<file path="src/common/sgc_regs.vh">
/*
 * register map, field positions and reset values of the switch global
 * control and status block.
 * assumes: included by bare name; definitions only.
 */
`ifndef SGC_REGS_VH
`define SGC_REGS_VH

// register numbers (indices); byte address is four times the index
`define SGC_IDX_IDENTITY 14'h0000
`define SGC_IDX_RESET 14'h0001
`define SGC_IDX_MASK 14'h0004
`define SGC_IDX_PENDING 14'h0005
`define SGC_IDX_PORT0_VER 14'h0400
`define SGC_IDX_PORT1_VER 14'h0800
`define SGC_IDX_PORT2_VER 14'h0C00

// interrupt source bit positions in mask and pending
`define SGC_BIT_BUFMGR 6
`define SGC_BIT_ENGINE 5
`define SGC_BIT_PORT2 2
`define SGC_BIT_PORT1 1
`define SGC_BIT_PORT0 0

// reset values and bit masks
`define SGC_MASK_RESET 9'h1FF
`define SGC_MASK_RSVD_BITS 9'h198
`define SGC_PEND_IMPL_BITS 7'h67
`define SGC_RESET_BIT_RESET 1'h0

// axi responses
`define SGC_RESP_OKAY 2'h0
`define SGC_RESP_SLVERR 2'h2

`endif

</file>
<file path="src/design/sgc_global_csr.v">
/*
 * switch fabric general control and status: identity, global fabric
 * reset, two-level interrupt aggregation and per-port mac version
 * registers, reached over an axi4-lite slave.
 * assumes: sub-block pending inputs are synchronous to aclk and each
 * is a level that is high while any unmasked bit of that sub-block's
 * pending register is set.
 */
`timescale 1ns/1ns
`include "sgc_regs.vh"

module sgc_global_csr #(
   parameter [7:0] DEV_TYPE = 8'h11,   // arbitrary value
   parameter [7:0] CHIP_VER = 8'h22,   // arbitrary value
   parameter [7:0] REV_CODE = 8'h33,   // arbitrary value
   parameter [3:0] PORT_DEV_TYPE = 4'h1,   // arbitrary value
   parameter [3:0] PORT_CHIP_VER = 4'h2,   // arbitrary value
   parameter [3:0] PORT_REV_CODE = 4'h4   // arbitrary value
) (
   // clock and reset
   input wire aclk,
   input wire aresetn,
   // axi4-lite write address
   input wire [15:0] s_axi_awaddr,
   input wire [2:0] s_axi_awprot,
   input wire s_axi_awvalid,
   output reg s_axi_awready,
   // axi4-lite write data
   input wire [31:0] s_axi_wdata,
   input wire [3:0] s_axi_wstrb,
   input wire s_axi_wvalid,
   output reg s_axi_wready,
   // axi4-lite write response
   output reg [1:0] s_axi_bresp,
   output reg s_axi_bvalid,
   input wire s_axi_bready,
   // axi4-lite read address
   input wire [15:0] s_axi_araddr,
   input wire [2:0] s_axi_arprot,
   input wire s_axi_arvalid,
   output reg s_axi_arready,
   // axi4-lite read data
   output reg [31:0] s_axi_rdata,
   output reg [1:0] s_axi_rresp,
   output reg s_axi_rvalid,
   input wire s_axi_rready,
   // sub-block interrupt levels
   input wire bufmgr_pending,
   input wire engine_pending,
   input wire port2_pending,
   input wire port1_pending,
   input wire port0_pending,
   // fabric reset and chip-level interrupt
   output reg fabric_reset,
   output reg chip_irq_status
);

   // ---------------------------------------------------------------
   // register state
   // ---------------------------------------------------------------
   reg [8:0] fabric_irq_mask_reg;
   reg [6:0] fabric_irq_pending_reg;
   reg fabric_global_reset_reg;
   reg [15:0] awaddr_reg;
   reg aw_held_reg;
   reg [31:0] wdata_reg;
   reg w_held_reg;
   // strobes are held with the data word they qualify, so a data beat
   // taken ahead of its address still lands on the lanes it named
   reg [3:0] wstrb_reg;
   wire [3:0] wr_strb;

   wire [6:0] pend_src;
   wire [6:0] irq_set;
   wire [6:0] pend_next;
   wire wr_fire;
   wire rd_fire;
   wire [13:0] wr_idx;
   wire [13:0] rd_idx;
   wire [15:0] wr_addr;
   wire [31:0] wr_data;
   reg [31:0] rd_data;
   reg rd_hit;

   function [13:0] word_index;
      input [15:0] addr;
      begin
         word_index = addr[15:2];
      end
   endfunction

   function is_port_ver;
      input [13:0] idx;
      begin
         // one layout at three bases
         is_port_ver = (idx == `SGC_IDX_PORT0_VER) ||
                       (idx == `SGC_IDX_PORT1_VER) ||
                       (idx == `SGC_IDX_PORT2_VER);
      end
   endfunction

   // ---------------------------------------------------------------
   // interrupt aggregation
   // ---------------------------------------------------------------
   assign pend_src = {bufmgr_pending, engine_pending, 2'h0,
                      port2_pending, port1_pending, port0_pending};
   // status sets regardless of the global mask
   assign irq_set = pend_src & `SGC_PEND_IMPL_BITS;
   // a source event in the read cycle wins over the read clear
   assign pend_next = (rd_fire && rd_idx == `SGC_IDX_PENDING) ?
                      irq_set :
                      (fabric_irq_pending_reg | irq_set);

   // ---------------------------------------------------------------
   // axi write path
   // ---------------------------------------------------------------
   assign wr_addr = aw_held_reg ? awaddr_reg : s_axi_awaddr;
   assign wr_data = w_held_reg ? wdata_reg : s_axi_wdata;
   assign wr_strb = w_held_reg ? wstrb_reg : s_axi_wstrb;
   // the protection attributes carry no meaning for this block; every
   // access is served the same way whatever they say
   assign wr_idx = word_index(wr_addr);
   assign wr_fire = (aw_held_reg || (s_axi_awvalid && s_axi_awready)) &&
                    (w_held_reg || (s_axi_wvalid && s_axi_wready)) &&
                    !s_axi_bvalid;

   always @(posedge aclk) begin
      if (!aresetn) begin
         s_axi_awready <= 1'b0;
         s_axi_wready <= 1'b0;
         s_axi_bvalid <= 1'b0;
         s_axi_bresp <= `SGC_RESP_OKAY;
         aw_held_reg <= 1'b0;
         w_held_reg <= 1'b0;
         awaddr_reg <= 16'h0000;
         wdata_reg <= 32'h0000_0000;
         wstrb_reg <= 4'h0;
         fabric_irq_mask_reg <= `SGC_MASK_RESET;
         fabric_global_reset_reg <= `SGC_RESET_BIT_RESET;
      end else begin
         s_axi_awready <= !aw_held_reg && !s_axi_awready &&
                          !s_axi_bvalid && !wr_fire;
         s_axi_wready <= !w_held_reg && !s_axi_wready &&
                         !s_axi_bvalid && !wr_fire;
         if (s_axi_awvalid && s_axi_awready && !wr_fire) begin
            aw_held_reg <= 1'b1;
            awaddr_reg <= s_axi_awaddr;
         end
         if (s_axi_wvalid && s_axi_wready && !wr_fire) begin
            w_held_reg <= 1'b1;
            wdata_reg <= s_axi_wdata;
            wstrb_reg <= s_axi_wstrb;
         end
         if (wr_fire) begin
            aw_held_reg <= 1'b0;
            w_held_reg <= 1'b0;
            s_axi_awready <= 1'b0;
            s_axi_wready <= 1'b0;
            s_axi_bvalid <= 1'b1;
            s_axi_bresp <= `SGC_RESP_OKAY;
            if (wr_idx == `SGC_IDX_RESET) begin
               // stays set until software writes zero
               if (wr_strb[0])
                  fabric_global_reset_reg <= wr_data[0];
            end else if (wr_idx == `SGC_IDX_MASK) begin
               // reserved bits are stored as written
               if (wr_strb[0])
                  fabric_irq_mask_reg[7:0] <= wr_data[7:0];
               if (wr_strb[1])
                  fabric_irq_mask_reg[8] <= wr_data[8];
            end else if (wr_idx == `SGC_IDX_IDENTITY ||
                         wr_idx == `SGC_IDX_PENDING ||
                         is_port_ver(wr_idx)) begin
               // read-only registers ignore writes
               s_axi_bresp <= `SGC_RESP_OKAY;
            end else begin
               s_axi_bresp <= `SGC_RESP_SLVERR;
            end
         end else if (s_axi_bvalid && s_axi_bready) begin
            s_axi_bvalid <= 1'b0;
         end
      end
   end

   // ---------------------------------------------------------------
   // axi read path
   // ---------------------------------------------------------------
   // the read address is decoded straight from the bus; it is only
   // used in the cycle it is taken, so no copy of it is kept
   // a miss answers zero with an error code and changes nothing
   assign rd_idx = word_index(s_axi_araddr);
   assign rd_fire = s_axi_arvalid && s_axi_arready;

   always @* begin
      rd_data = 32'h0000_0000;
      rd_hit = 1'b1;
      if (rd_idx == `SGC_IDX_IDENTITY) begin
         rd_data = {8'h00, DEV_TYPE, CHIP_VER, REV_CODE};
      end else if (rd_idx == `SGC_IDX_RESET) begin
         // write-only bit reads as zero
         rd_data = 32'h0000_0000;
      end else if (rd_idx == `SGC_IDX_MASK) begin
         rd_data = {23'h000000, fabric_irq_mask_reg};
      end else if (rd_idx == `SGC_IDX_PENDING) begin
         rd_data = {25'h0000000, fabric_irq_pending_reg};
      end else if (is_port_ver(rd_idx)) begin
         rd_data = {20'h00000, PORT_DEV_TYPE, PORT_CHIP_VER,
                    PORT_REV_CODE};
      end else begin
         rd_hit = 1'b0;
      end
   end

   always @(posedge aclk) begin
      if (!aresetn) begin
         s_axi_arready <= 1'b0;
         s_axi_rvalid <= 1'b0;
         s_axi_rdata <= 32'h0000_0000;
         s_axi_rresp <= `SGC_RESP_OKAY;
      end else begin
         s_axi_arready <= !s_axi_arready && !s_axi_rvalid && !rd_fire;
         if (rd_fire) begin
            s_axi_arready <= 1'b0;
            s_axi_rvalid <= 1'b1;
            s_axi_rdata <= rd_data;
            s_axi_rresp <= rd_hit ? `SGC_RESP_OKAY : `SGC_RESP_SLVERR;
         end else if (s_axi_rvalid && s_axi_rready) begin
            s_axi_rvalid <= 1'b0;
         end
      end
   end

   // ---------------------------------------------------------------
   // pending register and outputs
   // ---------------------------------------------------------------
   always @(posedge aclk) begin
      if (!aresetn) begin
         fabric_irq_pending_reg <= 7'h00;
         fabric_reset <= 1'b0;
         chip_irq_status <= 1'b0;
      end else begin
         fabric_irq_pending_reg <= pend_next;
         // held for as long as the bit stays set; one flop of delay keeps
         // the fabric reset glitch free at the cost of a cycle
         fabric_reset <= fabric_global_reset_reg;
         chip_irq_status <= |(fabric_irq_pending_reg &
                              ~fabric_irq_mask_reg[6:0] &
                              `SGC_PEND_IMPL_BITS);
      end
   end

endmodule

</file>
<file path="config.mk">
export PLATFORM = sky130hd
export DESIGN_NAME = sgc_global_csr
export DESIGN_NICKNAME = d
export VERILOG_FILES = /design/src/design/sgc_global_csr.v
export VERILOG_INCLUDE_DIRS = /design/src /design/src/common
export SDC_FILE = /design/constraint.sdc
export NUM_CORES = 1
export LEC_CHECK = 0
export ABC_AREA = 1
export BUFFER_PORTS_ARGS = -buffer_cell sky130_fd_sc_hd__buf_2
export CORE_AREA = 2 2 58 114
export DETAILED_ROUTE_END_ITERATION = 10
export DIE_AREA = 0 0 60 116
export GPL_TIMING_DRIVEN = 0
export PLACE_DENSITY = 0.94
export SKIP_LAST_GASP = 1
export SYNTH_ARGS = -nofsm -noshare
export SYNTH_HDL_FRONTEND = slang
export SYNTH_SLANG_ARGS = --single-unit
</file>
<file path="constraint.sdc">
create_clock -name aclk -period 3.9 [get_ports aclk]
set_clock_uncertainty 0.1 [all_clocks]
set_input_delay 0.39 -clock aclk [delete_from_list [all_inputs] [get_ports aclk]]
set_output_delay 0.39 -clock aclk [all_outputs]
set_load 0.01 [all_outputs]
</file>
== Word level (Yosys, flattened, before mapping) ==
Cells that the tools add are included.

* Bits in registers: 89
* Output and inout port bits: 43
* Logic and storage cells: 105
* Bits of input ports: 86

* Equality and inequality tests: 12
* Reductions and logical operators: 46
* Multiplexer cells: 22
* Bitwise operators: 5

{| class="wikitable"
|+ Operators with widths
! operator !! count
|-
| equality test 14 x 12 -> 1 bit (second input constant) || 4
|-
| equality test 14 x 3 -> 1 bit (second input constant) || 4
|-
| two-way mux 9 bit || 5
|-
| equality test 14 x 1 -> 1 bit (second input constant) || 2
|-
| equality test 14 x 11 -> 1 bit (second input constant) || 2
|-
| logical NOT 14 bit || 2
|-
| two-way mux 21 bit || 1
|-
| logical AND 1 bit || 18
|-
| two-way mux 16 bit || 1
|-
| two-way mux 2 bit || 5
|-
| logical NOT 1 bit || 9
|-
| two-way mux 1 bit || 9
|-
| logical OR 1 bit || 8
|-
| AND reduction 4 bit || 2
|-
| AND 7 bit || 1
|-
| two-way mux 7 bit || 1
|-
| inverter 7 bit || 1
|-
| OR 7 bit || 1
|-
| OR reduction 2 bit || 3
|-
| OR reduction 5 bit || 1
|-
| nonzero test 2 bit || 2
|-
| AND reduction 3 bit || 1
|-
| inverter 1 bit || 2
|}

== Logic depth before layout (Yosys ltp) ==
* Word-level depth: 9
* Depth in mapped cells: 10

== Worst setup path before layout ==
OpenSTA, ideal clock, no wires.

* Path type: register to register
* From: register aw_held_reg
* To: register fabric_irq_mask_reg[8]
* Cell stages (with the launch flop): 10
* Arrival time: 1.224 ns
* Slack: 2.446 ns
* Cell sequence: dfxtp_1 > buf_4 > nand2_2 > o21ai_1 > nand3_1 > nor2_2 > buf_6 > nand3_2 > nand2_1 > nand3_1

* Cells in the longest elaborated chain, start to end: 4

{| class="wikitable"
|+ Ends and longest elaborated chain
! what !! line !! text
|-
| start: declaration || sgc_global_csr.v:65 || <nowiki>reg aw_held_reg;</nowiki>
|-
| start signal: assignment || sgc_global_csr.v:133 || <nowiki>aw_held_reg <= 1'b0;</nowiki>
|-
| start signal: assignment || sgc_global_csr.v:146 || <nowiki>aw_held_reg <= 1'b1;</nowiki>
|-
| start signal: assignment || sgc_global_csr.v:155 || <nowiki>aw_held_reg <= 1'b0;</nowiki>
|-
| two-way mux 16 bit or logical OR 1 bit (tied branches) || sgc_global_csr.v:117, sgc_global_csr.v:123 ||
|-
| equality test 14 x 1 -> 1 bit (no source line) or logical AND 1 bit (tied branches) || - ||
|-
| inverter 1 bit (no source line) or logical AND 1 bit (tied branches) || - ||
|-
| AND reduction 4 bit (no source line) (*) || - ||
|-
| end signal: assignment || sgc_global_csr.v:138 || <nowiki>fabric_irq_mask_reg <= `SGC_MASK_RESET;</nowiki>
|-
| end signal: assignment || sgc_global_csr.v:170 || <nowiki>fabric_irq_mask_reg[8] <= wr_data[8];</nowiki>
|-
| end: declaration || sgc_global_csr.v:61 || <nowiki>reg [8:0] fabric_irq_mask_reg;</nowiki>
|}

Every way passes the cells marked *; elsewhere a longest branch is shown, timed or not.
A chain may end at the register's enable or synchronous reset.

== Final worst setup path ==
* From: register aw_held_reg
* To: register fabric_irq_mask_reg[7]

Same word-level chain as after synthesis.

==> impl_metrics.toml <==
[critical_path]
cp.arrival_ps = 1910
r2r_setup_slack_ps = 2090
worstSetupStartpointType = "flop"
crit_path_max_fanout = 10
timing.critical_path.mode_cell = "sky130_fd_sc_hd__nand3_1"
crit_slowest_cell = "sky130_fd_sc_hd__dfxtp_1"
cp.required_ps = 4000
crit_path_start = "aw_held_reg"
critical_path.max_stage_delay_ps = 450
reg2reg_from = "aw_held_reg"
cp_cell_sequence = "buf_4 -> nand2_2 -> o21ai_1 -> nand3_1 -> nor2_2 -> nand3_2 -> nand2_1 -> nand3_1"
sort_of_element_at_the_end_of_the_critical_path = "flop"
critical_path_class = "flop to flop"

[sta]
number_of_endpoints_failing_setup_at_the_final_stage = 0
hold_violation_total_from_the_final_report = 0
maxClockFrequency_mhz = 552.5
portion_of_the_clock_cycle_consumed_by_the_worst_path_in_the_final_layout_pct = 46.41
minimum_clock_period_after_layout_ps = 1810
finalMaxSlewViolations = 0
hold_slack_ps = 178.8
fin_tns_setup_ps = 0
rsz0062_at_grt = "false"

[logic_synthesis]
netlist_top_cells_area = "sky130_fd_sc_hd__dfxtp_1 (40%), sky130_fd_sc_hd__nand2_1 (11%), sky130_fd_sc_hd__nor2_1 (8.3%)"
netlist.area_leader.share_pct = 39.71
synth-seq-cells = 61
synth_area_um2 = 3075
postSynthAreaPerCell_um2 = 6.774
ys.warnings.count = 0
netlist.top_cell.by_area = "sky130_fd_sc_hd__dfxtp_1"
synthFlopType = "sky130_fd_sc_hd__dfxtp_1"
yosys.cell_count.top_type = "sky130_fd_sc_hd__nand2_1"
synth_top_cells_by_count = "sky130_fd_sc_hd__nand2_1 (93), sky130_fd_sc_hd__nor2_1 (68), sky130_fd_sc_hd__dfxtp_1 (61)"
synthDistinctLibCells = 32
synth_seq_area_share_pct = 39.71
synth_enable_flop_cells = 0
number_of_instances_in_the_synthesized_netlist = 454
async_reset_ff_share_pct = 0

[pwr]
leakage_nw = 1.966
vdd_ir_drop_max_mv = 0.3312
power_density_nw_per_um2 = 445.1

[floorplanning]
die_y_um = 116
die_width_um = 60
core_um2 = 6056
initial_core_util_pct = 50.79
num_rows = 40
die_area_um2 = 6960
io_pins = 129

[detailed_routing]
antenna_violating_nets_remaining = 0
sum_of_routed_wire_length_over_all_layers_um = 8057
number_of_remaining_drc_errors = 0
via_count = 3230
dr.pass1.iters = 4
post_drt_wl_per_cell_um = 12.47
vias_per_inst = 5.000
drt-initial-drc-count = 148

[final_layout]
largest_reg_flops = 14
antenna_cells = 0
layout.cell_area.non_filler_um2 = 3909
flow.area_growth_from_synthesis_pct = 27.10
fillers = 572
drive_above_1_share_pct = 23.67
fin_nets = 643

[grt]
globalRouteOverflowTotal = 0
grt_pass1_wl_um = 13210
grt_pass1_vias = 3349
grt_start_max_net_pins = 11
number_of_antenna_violations_at_the_first_check_in_global_routing = 0
grt_util_all_layers_pct = 24.89

[worst_hold_path]
worstHoldPathType = "input pin to flop"
hold_start = "engine_pending"

[clocking]
clock_buffer_count_from_cts = 9
postCtsSetupBuffers = 0
clock_insertion_delay_worst_skew_ps = 320
clockBufferDepth = 2
cts_hold_buffers = 0
cts_repair_resize_count = 0
h-tree-depth = 3
clock-root-buffer = "sky130_fd_sc_hd__clkbuf_16"
clock_sinks = 61
cts_tree = "done"
clk_pin_slew_ps = 50

[placed_design]
globalplace.congestion = 0.9258
port_buffers = 72
place.detailed.hpwl_um = 6292
placement.cell_area_um2 = 3616

[run]
max_cap_violations = 0

[run_status]
run_status = "complete, no violations"
==> area by class of cell <==
cell class	count	area, µm²	share of cell area (%)
Sequential cell	61	1221	31.24
Tap cell	84	105.1	2.689
Timing Repair Buffer	72	360.3	9.219
Multi-Input combinational cell	323	1469	37.58
Clock buffer	11	242.7	6.210
Clock inverter	5	50.05	1.280
Inverter	52	195.2	4.994
Buffer	38	265.3	6.786
==> report_power, final <==
part | total (mW) | switching [mW] | leakage (nW) | internal (mW)
Clock | 0.772 | 0.266 | 0.149 | 0.506
Sequential | 0.697 | 0.0281 | 0.499 | 0.669
Combinational | 0.270 | 0.167 | 1.32 | 0.104
==> metal layers <==
layer  GRT usage, %  vias to the layer above  wire [µm]
met2          47.54                      122       4639
met5              0                        -          0
met4          18.37                        0        376
met3          5.246                       33        371
li1               -                     1620          -
met1          20.59                     1455       2670
==> path summary, 6_finish.rpt <==
path,end,depth (start not counted)
setup / recovery,fabric_irq_mask_reg[7],8
hold / removal,fabric_irq_pending_reg[5],3
setup reg to reg,fabric_irq_mask_reg[7],8
hold reg to reg,fabric_reset,2
==> cells by family after synthesis <==
group                  after synthesis  synth area share, %
buffers and inverters               90                14.97
AND/OR/NAND/NOR                    219                31.29
flip-flops                          61                39.71
other                                1               0.1219
AO/OA/AOI/OAI                       83                13.91
==> layout by cell type (no fill, tap or decap), drive strengths merged <==
cell    netlist  layout
a21oi        35      35
a31oi         1       1
buf          32     104
bufinv        0       1
clkbuf        6      17
clkinv        3       7
conb          1      21
dfxtp        61      61
inv          49      49
nand2        95      95
nand3        31      31
nand3b        1       1
nand4        12      12
nor2         71      71
nor3          4       4
nor4          2       2
o21a          1       1
o21ai        43      43
o21bai        1       1
o22ai         2       2
or2           3       3
==> stage by stage <==
stage	std cells	setup WS [ps]	util [%]	power, mW
6_report	646	2090	64.55	1.740
5_1_grt	646	1939	64.55	1.817
4_1_cts	646	2133	64.55	1.741
3_5_place_dp	630	2123	59.71	0.9730
3_3_place_gp	630	2146	59.71	0.9625
2_1_floorplan	474	2446	-	0.8846
==> critical path: cells and delay by family, from the launching register on <==
family          cells  cell delay, ps
flops               1             450
compound gates      1             180
buf+inv             1             230
simple gates        6             710
(Power assumes the default switching activity.)
